$ cat config.mk
export PLATFORM = sky130hd
export DESIGN_NAME = output_clock_sync
export DESIGN_NICKNAME = d
export VERILOG_FILES = /design/src/pkg/output_clock_sync_pkg.sv /design/src/rtl/two_flop_sync.sv /design/src/rtl/output_clock_sync.sv
export SDC_FILE = /design/constraint.sdc
export NUM_CORES = 1
export LEC_CHECK = 0
export BUFFER_PORTS_ARGS = -buffer_cell sky130_fd_sc_hd__buf_4
export CAP_MARGIN = 25
export CORE_UTILIZATION = 35
export CTS_CLUSTER_DIAMETER = 150
export CTS_CLUSTER_SIZE = 28
export DETAILED_ROUTE_END_ITERATION = 10
export MAX_ROUTING_LAYER = met4
export PLACE_DENSITY = 0.64
export SLEW_MARGIN = 40
export SYNTH_ARGS = -nofsm -noshare
export SYNTH_HDL_FRONTEND = slang
export SYNTH_SLANG_ARGS = --single-unit
$ cat constraint.sdc
create_clock -name pclk -period 2 [get_ports pclk]
set_input_delay 0 -clock pclk [delete_from_list [all_inputs] [get_ports pclk]]
set_output_delay 0 -clock pclk [all_outputs]
set_load 0.005 [all_outputs]
$ cat src/pkg/output_clock_sync_pkg.sv
// constants shared by the output clock synchroniser
// assumes an apb register bus and a sample clock that runs the whole block
package output_clock_sync_pkg;

  // ==========================================================
  // register map
  localparam int ADDR_W = 8;
  localparam logic [ADDR_W-1:0] CTRL_OFFSET = 8'h00;
  localparam logic [ADDR_W-1:0] STATUS_OFFSET = 8'h04;
  localparam logic [31:0] CTRL_RESET = 32'h0000_0000;
  localparam logic [31:0] CTRL_MASK = 32'h0000_07FF;

  // ==========================================================
  // control fields
  localparam int CTRL_EXT_BIT = 0;
  localparam int CTRL_RST_EN_BIT = 1;
  localparam int CTRL_TRACK_BIT = 2;
  localparam int CTRL_PHASE_LSB = 3;
  localparam int CTRL_SLAVE_BIT = 5;
  localparam int CTRL_SPLIT_BIT = 6;
  localparam int CTRL_QUAD_BIT = 7;
  localparam int CTRL_QPD_BIT = 8;
  localparam int CTRL_APER_LSB = 9;

  // ==========================================================
  // status fields
  localparam int STAT_IN_RESET_BIT = 0;
  localparam int STAT_ARMED_BIT = 1;
  localparam int STAT_OUT_CLK_BIT = 2;
  localparam int STAT_PHASE_LSB = 3;
  localparam int STAT_TRACK_HIT_BIT = 5;

  // ==========================================================
  // timing in sample clock cycles, and sample width in bits
  localparam logic [2:0] SYNC_DLY_QUAD = 3'h4;
  localparam logic [2:0] SYNC_DLY_ZERO = 3'h5;
  localparam logic [1:0] TRACK_LOAD = 2'h2;
  localparam int SAMPLE_W = 10;
  localparam int OUT_DELAY = 2;
  localparam int APER_MAX = 3;

  // ==========================================================
  // output clock reset sequence
  typedef enum logic [2:0] {
    ST_RUN = 3'b001,
    ST_HOLD = 3'b010,
    ST_COUNT = 3'b100
  } rst_state_t;

endpackage

$ cat src/rtl/two_flop_sync.sv
// two flip-flop synchroniser for levels from outside the clock domain
// assumes inputs change no faster than two clock periods
module two_flop_sync #(
  parameter int WIDTH = 1
) (
  // clock and reset
  input wire logic clk,
  input wire logic rst_n,
  // levels
  input wire logic [WIDTH-1:0] async_in,
  output logic [WIDTH-1:0] sync_out
);

  logic [WIDTH-1:0] meta_r;

  always_ff @(posedge clk or negedge rst_n) begin
    if (!rst_n) begin
      meta_r <= '0;
      sync_out <= '0;
    end else begin
      meta_r <= async_in;
      sync_out <= meta_r;
    end
  end

endmodule // two_flop_sync

$ cat src/rtl/output_clock_sync.sv
// output clock and data synchroniser for a multi-converter system
// assumes pclk is the sample clock and software uses apb
//
// How it works
// unsplit mode: delayed buses tri-stated
// board leaves q outputs open when powered down
// reset feature needs extended control, off at reset
// i and q output clocks identical, except q clock held low when q powered down
// tracking enabled only through control register
// slave realigns on every rising reference clock edge; an armed sync edge in the same cycle wins and loads phase 0
// reference edge picks the master's phase
// fixed latency; aperture adjust shifts clock too
// system aligns masters by reset pulse
// reset pin accepted asynchronously
// split mode holds clock high during reset
// entering reset may leave one narrow pulse
// sync edge 4 or 5 cycles after release
// clock resumes after fixed output delay
// first pulse undefined, later pulses deterministic
// controller sends dummy pulse after power-on
// masters share identical phase select field
// reset release synchronised before counting
module output_clock_sync #(
  parameter int SAMPLE_W = output_clock_sync_pkg::SAMPLE_W,
  parameter int OUT_DELAY = output_clock_sync_pkg::OUT_DELAY
) (
  // clock and reset
  input wire logic pclk,
  input wire logic presetn,
  // apb slave
  input wire logic [output_clock_sync_pkg::ADDR_W-1:0] paddr,
  input wire logic psel,
  input wire logic penable,
  input wire logic pwrite,
  input wire logic [31:0] pwdata,
  output logic [31:0] prdata,
  output logic pready,
  output logic pslverr,
  // samples from the converter core
  input wire logic [SAMPLE_W-1:0] i_sample,
  input wire logic [SAMPLE_W-1:0] q_sample,
  // synchronisation pins
  input wire logic output_clock_reset_pin,
  input wire logic reference_phase_clock_in,
  output logic phase_clock_out_first,
  output logic phase_clock_out_second,
  // output clocks
  output logic i_channel_output_clock,
  output logic q_channel_output_clock,
  // output data buses
  output logic [SAMPLE_W-1:0] i_channel_data_bus,
  output logic [SAMPLE_W-1:0] q_channel_data_bus,
  output logic [SAMPLE_W-1:0] i_channel_delayed_bus,
  output logic i_channel_delayed_bus_oe,
  output logic [SAMPLE_W-1:0] q_channel_delayed_bus,
  output logic q_channel_delayed_bus_oe
);

  localparam int APER_MAX = output_clock_sync_pkg::APER_MAX;
  localparam int DEPTH = OUT_DELAY + APER_MAX + 1;
  localparam int PIPE_W = 1 + 4 * SAMPLE_W;

  // ==========================================================
  // register decode
  function automatic logic [1:0] reg_sel(
    input logic [output_clock_sync_pkg::ADDR_W-1:0] addr
  );
    logic [1:0] sel;
    sel = 2'h3;
    if (addr == output_clock_sync_pkg::CTRL_OFFSET) begin
      sel = 2'h0;
    end else if (addr == output_clock_sync_pkg::STATUS_OFFSET) begin
      sel = 2'h1;
    end
    return sel;
  endfunction

  logic [31:0] ctrl_r;
  logic [31:0] status;
  logic [1:0] sel;

  assign sel = reg_sel(paddr);
  assign pready = 1'b1;
  assign pslverr = psel & penable & (sel == 2'h3);

  // control register is the only way to reach the sync features
  always_ff @(posedge pclk or negedge presetn) begin
    if (!presetn) begin
      ctrl_r <= output_clock_sync_pkg::CTRL_RESET;
    end else if (psel && penable && pwrite && sel == 2'h0) begin
      ctrl_r <= pwdata & output_clock_sync_pkg::CTRL_MASK;
    end
  end

  // read data captured in the setup cycle, ready in the access cycle
  always_ff @(posedge pclk or negedge presetn) begin
    if (!presetn) begin
      prdata <= 32'h0000_0000;
    end else if (psel && !penable && !pwrite) begin
      unique case (sel)
        2'h0: prdata <= ctrl_r;
        2'h1: prdata <= status;
        default: prdata <= 32'h0000_0000;
      endcase
    end
  end

  // ==========================================================
  // control decode
  logic ext_on;
  logic rst_feature;
  logic track_on;
  logic slave;
  logic split;
  logic quad;
  logic q_pd;
  logic [1:0] phase_sel;
  logic [1:0] aper;

  assign ext_on = ctrl_r[output_clock_sync_pkg::CTRL_EXT_BIT];
  assign rst_feature = ext_on
    & ctrl_r[output_clock_sync_pkg::CTRL_RST_EN_BIT];
  assign slave = ctrl_r[output_clock_sync_pkg::CTRL_SLAVE_BIT];
  assign track_on = ext_on
    & ctrl_r[output_clock_sync_pkg::CTRL_TRACK_BIT] & slave;
  assign split = ctrl_r[output_clock_sync_pkg::CTRL_SPLIT_BIT];
  assign quad = ctrl_r[output_clock_sync_pkg::CTRL_QUAD_BIT];
  assign q_pd = ctrl_r[output_clock_sync_pkg::CTRL_QPD_BIT];
  assign phase_sel = ctrl_r[output_clock_sync_pkg::CTRL_PHASE_LSB +: 2];
  assign aper = ctrl_r[output_clock_sync_pkg::CTRL_APER_LSB +: 2];

  // ==========================================================
  // pin synchronisers
  logic [1:0] pins_s;
  logic rst_pin_s;
  logic ref_s;
  logic ref_prev_r;
  logic ref_rise;

  // async reset pin and reference clock both cross here
  two_flop_sync #(
    .WIDTH(2)
  ) u_pin_sync (
    .clk(pclk),
    .rst_n(presetn),
    .async_in({output_clock_reset_pin, reference_phase_clock_in}),
    .sync_out(pins_s)
  ); // see

  assign rst_pin_s = pins_s[1];
  assign ref_s = pins_s[0];

  always_ff @(posedge pclk or negedge presetn) begin
    if (!presetn) begin
      ref_prev_r <= 1'b0;
    end else begin
      ref_prev_r <= ref_s;
    end
  end

  assign ref_rise = ref_s & ~ref_prev_r;

  // ==========================================================
  // output clock reset sequence
  output_clock_sync_pkg::rst_state_t state_r;
  logic [2:0] dly_cnt_r;
  logic sync_edge;
  logic armed_r;

  assign sync_edge = (state_r == output_clock_sync_pkg::ST_COUNT)
    && (dly_cnt_r == 3'h0);

  always_ff @(posedge pclk or negedge presetn) begin
    if (!presetn) begin
      state_r <= output_clock_sync_pkg::ST_RUN;
      dly_cnt_r <= 3'h0;
    end else begin
      unique case (state_r)
        output_clock_sync_pkg::ST_RUN: begin
          if (rst_feature && rst_pin_s) begin
            state_r <= output_clock_sync_pkg::ST_HOLD;
          end
        end
        output_clock_sync_pkg::ST_HOLD: begin
          if (!rst_pin_s) begin
            state_r <= output_clock_sync_pkg::ST_COUNT;
            dly_cnt_r <= quad
              ? output_clock_sync_pkg::SYNC_DLY_QUAD - 3'h1
              : output_clock_sync_pkg::SYNC_DLY_ZERO - 3'h1;
          end
        end
        output_clock_sync_pkg::ST_COUNT: begin
          if (dly_cnt_r == 3'h0) begin
            state_r <= output_clock_sync_pkg::ST_RUN;
          end else begin
            dly_cnt_r <= dly_cnt_r - 3'h1;
          end
        end
        default: begin
          state_r <= output_clock_sync_pkg::ST_RUN;
        end
      endcase
    end
  end

  // first pulse after power-on only arms the deterministic exit
  always_ff @(posedge pclk or negedge presetn) begin
    if (!presetn) begin
      armed_r <= 1'b0;
    end else if (sync_edge) begin
      armed_r <= 1'b1;
    end
  end

  // ==========================================================
  // phase counter and tracking
  logic [1:0] phase_r;
  logic track_hit_r;
  logic [1:0] ph_sum;
  logic output_data_clock_raw;
  logic ref_out_r;

  always_ff @(posedge pclk or negedge presetn) begin
    if (!presetn) begin
      phase_r <= 2'h0;
    end else if (sync_edge && armed_r) begin
      phase_r <= 2'h0;
    end else if (track_on && ref_rise) begin
      phase_r <= output_clock_sync_pkg::TRACK_LOAD; // see
    end else begin
      phase_r <= phase_r + 2'h1;
    end
  end

  always_ff @(posedge pclk or negedge presetn) begin
    if (!presetn) begin
      track_hit_r <= 1'b0;
    end else if (track_on && ref_rise) begin
      track_hit_r <= (phase_r + 2'h1 == output_clock_sync_pkg::TRACK_LOAD);
    end
  end

  assign ph_sum = phase_r + phase_sel;

  // split mode: four phases; held high during reset; unsplit toggles
  always_comb begin
    if (split) begin
      output_data_clock_raw = ph_sum[1];
      if (state_r != output_clock_sync_pkg::ST_RUN) begin
        output_data_clock_raw = 1'b1; // see
      end
    end else begin
      output_data_clock_raw = phase_r[0];
    end
  end

  // master sends its clock on; slave forwards the received one
  always_ff @(posedge pclk or negedge presetn) begin
    if (!presetn) begin
      ref_out_r <= 1'b0;
    end else begin
      ref_out_r <= slave ? ref_s : output_data_clock_raw;
    end
  end

  assign phase_clock_out_first = ref_out_r;
  assign phase_clock_out_second = ref_out_r;

  // ==========================================================
  // sample capture onto primary and delayed buses
  logic [SAMPLE_W-1:0] i_prim_r;
  logic [SAMPLE_W-1:0] i_del_r;
  logic [SAMPLE_W-1:0] q_prim_r;
  logic [SAMPLE_W-1:0] q_del_r;

  always_ff @(posedge pclk or negedge presetn) begin
    if (!presetn) begin
      i_prim_r <= '0;
      i_del_r <= '0;
      q_prim_r <= '0;
      q_del_r <= '0;
    end else if (!split) begin
      i_prim_r <= i_sample;
      q_prim_r <= q_sample;
      i_del_r <= '0;
      q_del_r <= '0;
    end else if (!phase_r[0]) begin
      i_prim_r <= i_sample;
      q_prim_r <= q_sample;
    end else begin
      i_del_r <= i_sample;
      q_del_r <= q_sample;
    end
  end

  // ==========================================================
  // fixed latency line, aperture adjust picks a later tap
  logic [PIPE_W-1:0] pipe_r [DEPTH];
  logic [PIPE_W-1:0] tap;
  logic [PIPE_W-1:0] out_r;
  logic split_out_r;

  always_ff @(posedge pclk or negedge presetn) begin
    if (!presetn) begin
      pipe_r[0] <= '0;
    end else begin
      pipe_r[0] <= {output_data_clock_raw, i_prim_r, i_del_r, q_prim_r, q_del_r};
    end
  end

  for (genvar g = 1; g < DEPTH; g++) begin : g_stage
    always_ff @(posedge pclk or negedge presetn) begin
      if (!presetn) begin
        pipe_r[g] <= '0;
      end else begin
        pipe_r[g] <= pipe_r[g-1];
      end
    end
  end

  // clock and data share one tap so adjust moves them together
  assign tap = pipe_r[OUT_DELAY + int'(aper)]; // see

  always_ff @(posedge pclk or negedge presetn) begin
    if (!presetn) begin
      out_r <= '0;
      split_out_r <= 1'b0;
    end else begin
      out_r <= tap;
      split_out_r <= split;
    end
  end

  // ==========================================================
  // output pins
  assign i_channel_output_clock = out_r[PIPE_W-1];
  assign q_channel_output_clock = out_r[PIPE_W-1] & ~q_pd;
  assign i_channel_data_bus = out_r[4*SAMPLE_W-1 -: SAMPLE_W];
  assign i_channel_delayed_bus = out_r[3*SAMPLE_W-1 -: SAMPLE_W];
  assign q_channel_data_bus =
    q_pd ? '0 : out_r[2*SAMPLE_W-1 -: SAMPLE_W];
  assign q_channel_delayed_bus = q_pd ? '0 : out_r[SAMPLE_W-1:0];
  assign i_channel_delayed_bus_oe = split_out_r;
  assign q_channel_delayed_bus_oe = split_out_r & ~q_pd;

  // ==========================================================
  // status
  always_comb begin
    status = 32'h0000_0000;
    status[output_clock_sync_pkg::STAT_IN_RESET_BIT] =
      (state_r != output_clock_sync_pkg::ST_RUN);
    status[output_clock_sync_pkg::STAT_ARMED_BIT] = armed_r;
    status[output_clock_sync_pkg::STAT_OUT_CLK_BIT] = out_r[PIPE_W-1];
    status[output_clock_sync_pkg::STAT_PHASE_LSB +: 2] = phase_r;
    status[output_clock_sync_pkg::STAT_TRACK_HIT_BIT] = track_hit_r;
  end

endmodule // output_clock_sync

* Word-level counts from Yosys, hierarchy flattened
Index checks and enable logic that the tools add are counted.
Word-level totals: flip-flop bits (word level) 387, input bits 67, output and inout bits 80, logic and storage cells 99
Operators by class: add/sub/neg operators 4, $lt $le $gt $ge 1, equal/unequal tests 14, mux-type cells 29, bitwise operators 11, reductions and logical operators 17
Operators with widths (count):
- $bmux 41 s3 | 1
- $mux 10 | 10
- $mux 41 | 2
- $ge 32x4->1 const B | 1
- $not 3->32 | 1
- $pmux 11 s2 | 1
- $mux 3 | 6
- $logic_and 1x1->1 | 9
- $pmux 3 s3 | 1
- $and 1x1->1 | 8
- $eq 8x3->1 const B | 1
- $logic_not 8->1 | 1
- $mux 2 | 4
- $ne 2x2->1 const B | 4
- $pmux 3 s2 | 1
- $reduce_and 3->1 | 2
- $eq 2x2->1 const B | 2
- $ne 2x1->1 const B | 2
- $add 2x2->3 const A | 1
- $eq 3x1->1 const B | 1
- $eq 3x2->1 const B | 1
- $eq 3x3->1 const B | 1
- $logic_not 3->1 | 1
- $mux 1 | 3
- 9 further kinds | 11

* Longest topological paths before layout
depth in word-level cells 5, gate-level depth with buffers 6, mapped depth without buffers 6

* By module
Synthesis repeated with hierarchy kept, for this count alone.
Second synthesis, totals: cell total of the unflattened synthesis 661, area, all modules 11940.2 um^2
Modules (own cells, without submodules):
- output_clock_sync | instances 1, cells each 657, area an instance 11840.1 um^2, seq. area each 9059.9 um^2
- two_flop_sync | instances 1, cells each 4, area an instance 100.1 um^2, seq. area each 100.1 um^2

* Worst setup path before layout
No wires, ideal clock.
path kind register to register, from register state_r[2], to register dly_cnt_r[1], setup time 0.125 ns, arrival 1.516 ns, data required time 1.875 ns, slack 0.359 ns, cell stages (with the launch flop) 5, path buffers 0, clock period less this slack 1.641 ns, cell sequence dfrtp_1 > or3b_2 > o21a_1 > nor2_1 > mux2_2
Between the ends: word-level cells in the longest chain between the ends 3, elaborated cells on any way between the ends 7, classes of those cells 4 x eq/ne; 1 x mux; 2 x reduce/logical
Ends and longest elaborated chain:
- start: declaration | line output_clock_sync.sv:165 | output_clock_sync_pkg::rst_state_t state_r;
- start signal: assignment | line output_clock_sync.sv:175 | state_r <= output_clock_sync_pkg::ST_RUN;
- start signal: assignment | line output_clock_sync.sv:181 | state_r <= output_clock_sync_pkg::ST_HOLD;
- start signal: assignment | line output_clock_sync.sv:186 | state_r <= output_clock_sync_pkg::ST_COUNT;
- $eq 3x3->1 / $eq 3x2->1 (equally long branches) | line output_clock_sync.sv:178 | unique case (state_r)
- $ne 2x2->1 (no line) / $reduce_bool 2->1 (equally long branches)
- $reduce_and 3->1 (no line)
- end signal: assignment | line output_clock_sync.sv:187 | dly_cnt_r <= quad
- end signal: assignment | line output_clock_sync.sv:196 | dly_cnt_r <= dly_cnt_r - 3'h1;
- end: declaration | line output_clock_sync.sv:166 | logic [2:0] dly_cnt_r;
Parallel ways exist; a longest one is shown, timed or not. A chain may end at the register's enable or synchronous reset.

* Worst setup path after layout
Ends and elaborated chain as after synthesis.

==> results.ini <==
[sta]
rsz0062_at_grt=false
worst_pin_slew_ns=0.6822
min_period_over_period_pct=87.48
slew_headroom_pct=54.52
setup_violations=0
skew_ns=0.03334
hold_violations=0
maxSlewViolCount=0
setup_slack_ns=0.2505
whs_ns=0.04358
period_needed_ns=1.750
tns_ns=0
max_freq_mhz=571.6

[worst_setup_path]
r2r_slack_ns=0.25
crit_start=state_r[2]$_DFFE_PN0P_
crit_required_ns=2.41
endpoint_kind=flop
path_max_fanout=6
critPathSlowestCell=or3b_2
cp-start-kind=flop
critPathMaxStageDelay_ns=0.50
criticalPathCategory=reg2reg
arrival_ns=2.16
r2r_start=state_r[2]$_DFFE_PN0P_
path_cells=or3b_2 > o21a_1 > nor2_1 > mux2_2

[yosys]
netlist_area_um2=11940
synth.top_cells.by_count=365 x dfrtp_1, 43 x buf_4, 43 x nor2b_1, 41 x mux4_2, 25 x mux2i_1
synth_edf_count=0
ys_warn_count=0
syn_area_per_cell_um2=18.06
yosysMostFrequentCell=dfrtp_1
synth_top_area_cell=dfrtp_1
ys_ff_latch=366
ys_seq_area_share_pct=76.72
ys_types=39
synth.top_cell.area_share_pct=76.50
synthArstFlopShare_pct=100.0
synth_ff_type=dfrtp_1
synth_cells=661
synth_area_leaders=dfrtp_1 76%, mux4_2 7.7%, buf_4 2.7%, nor2b_1 2.3%, mux2_2 2.2%

[power_and_ir_drop]
peakVddDrop_mv=0.4627
total_power_mw=12.03
cellLeakagePower_nw=6.779
p_per_area_nw_per_um2=852.9

[floorplanning]
die_w_um=186.7
rows=67
num_io_pins=147
die-height_um=186.7
start_util_pct=35.61
dieArea_um2=34860
core-area_um2=33530

[global_routing]
overflow=0
grt_pass1_wl_um=32420
grt_pass1_vias=5886
grt_antenna_before_repair=2
grt_max_degree=76
grt_usage_pct=11.97

[finish]
drive_gt1_share_pct=28.47
multi_input_comb_area_um2=2405
ff_latch_area_um2=9166
nNetsFinal=872
fillCellCount=3031
synthToLayoutAreaGrowth_pct=18.10

[drt]
drtPass1Iterations=4
drc=0
wirelength_um=19610
vias_per_cell=4.382
first_iter_violations=251
detail-route-antenna-nets=0
avgRoutedWirePerCell_um=15.59
vias=5513

[placement]
io_buffers=103
dp_hpwl_um=12360
gp_congestion=0.7141
place_ws_ns=0.2610

[clock_tree]
numCtsBuffers=17
clockRootBuffer=clkbuf_16
htree_num_levels=1
cts_setup_buffers=0
cts.repair.resized=0
clk_latency_ns=0.51
max-clock-path-buffers=3
cts_tree=built
clk_pin_slew_worst_paths_ns=0.10
clock_sinks=366

[min_path]
hold_class=in2async

[job]
maxCapViolCount=0

[outcome]
status=completed

## area by class of cell
| class | instances | area share (%) |
|---|---|---|
| Clock inverter | 2 | 0.2751 |
| Timing Repair Buffer | 168 | 10.29 |
| Sequential cell | 366 | 65.00 |
| Clock buffer | 23 | 3.177 |
| Inverter | 7 | 0.1863 |
| Multi-Input combinational cell | 242 | 17.05 |
| Antenna cell | 2 | 0.03549 |
| Tap cell | 448 | 3.975 |
## final timing paths
check	end	cells after the start
max reg2reg	dly_cnt_r[1]$_DFFE_PN0P_	4
max in group asynchronous	out_r[4]$_DFF_PN0_	3
max	dly_cnt_r[1]$_DFFE_PN0P_	4
min in group pclk	u_pin_sync.meta_r[0]$_DFF_PN0_	2
min reg2reg	pipe_r[161]$_DFF_PN0_	0
min	out_r[31]$_DFF_PN0_	2
## timing repair
action	in CTS	in global routing
setup endpoints to repair	0	1
endpoints found under the hold margin	383	4
hold buffers	41	3
## cells in the final DEF, fill, tap and decap left out, drive strengths merged, types with 3 or more instances in the layout
cell type	count
nor2	4
a21oi	6
nand3	4
dlygate4sd3	43
mux2i	25
ha	3
nor3	4
o21ai	6
mux4	41
mux2	33
clkbuf	23
o31ai	6
nor2b	43
buf	125
nand2	22
conb	22
dfrtp	365
inv	8
nor3b	4
## through the flow
stage | cells | util [%] | cell area (µm²)
after floorplan | 681 | - | 12020
after CTS | 1254 | 41.98 | 14080
final | 1258 | 42.05 | 14100
after global routing | 1258 | 42.05 | 14100
after global placement | 1188 | 39.30 | 13180
after detailed placement | 1188 | 39.30 | 13180
## per-layer routing
metal	global-route usage, %	vias to the layer above	routed length [µm]	part of all wire, %
met5	-	-	0	0
li1	-	2455	-	-
met3	2.501	20	976	5.0
met1	16.32	2937	9077	46
met2	18.63	101	9289	47
met4	2.459	0	265	1.4
## where the power goes
| part | switching [mW] | internal [mW] | leakage (nW) | total (mW) |
|---|---|---|---|---|
| logic | 0.260 | 0.269 | 1.84 | 0.529 |
| registers | 0.0835 | 7.59 | 4.70 | 7.68 |
| clock network | 2.20 | 1.63 | 0.233 | 3.82 |
## kinds of logic (layout without fill, tap and decap cells)
group	Yosys count	after routing	share of synthesized area, %
AOI/OAI and AO/OA	25	25	1.373
xor gates and xnor gates	1	1	0.07337
adders and majority gates	3	3	0.3144
buffers and inverters	73	200	3.772
DFF	366	366	76.72
muxes	99	99	13.26
other	2	24	0.06290
and+or+nand+nor	92	92	4.433
## sequential cells by signal, summed over array words and instances, names as in the netlist, 2 cells and up
name,count
q_prim_r,10
u_pin_sync.meta_r,2
i_prim_r,10
out_r,41
dly_cnt_r,3
state_r,3
ctrl_r,11
phase_r,2
u_pin_sync.sync_out,2
pipe_r,246
prdata,11
i_del_r,10
q_del_r,10
## critical path, delay by kind of cell (launching register included)
family,cells,cell delay (ns)
AOI/OAI and AO/OA,1,0.13
DFF,1,0.44
muxes,1,0.36
and+or+nand+nor,2,0.71
(Power assumes the default switching activity.)
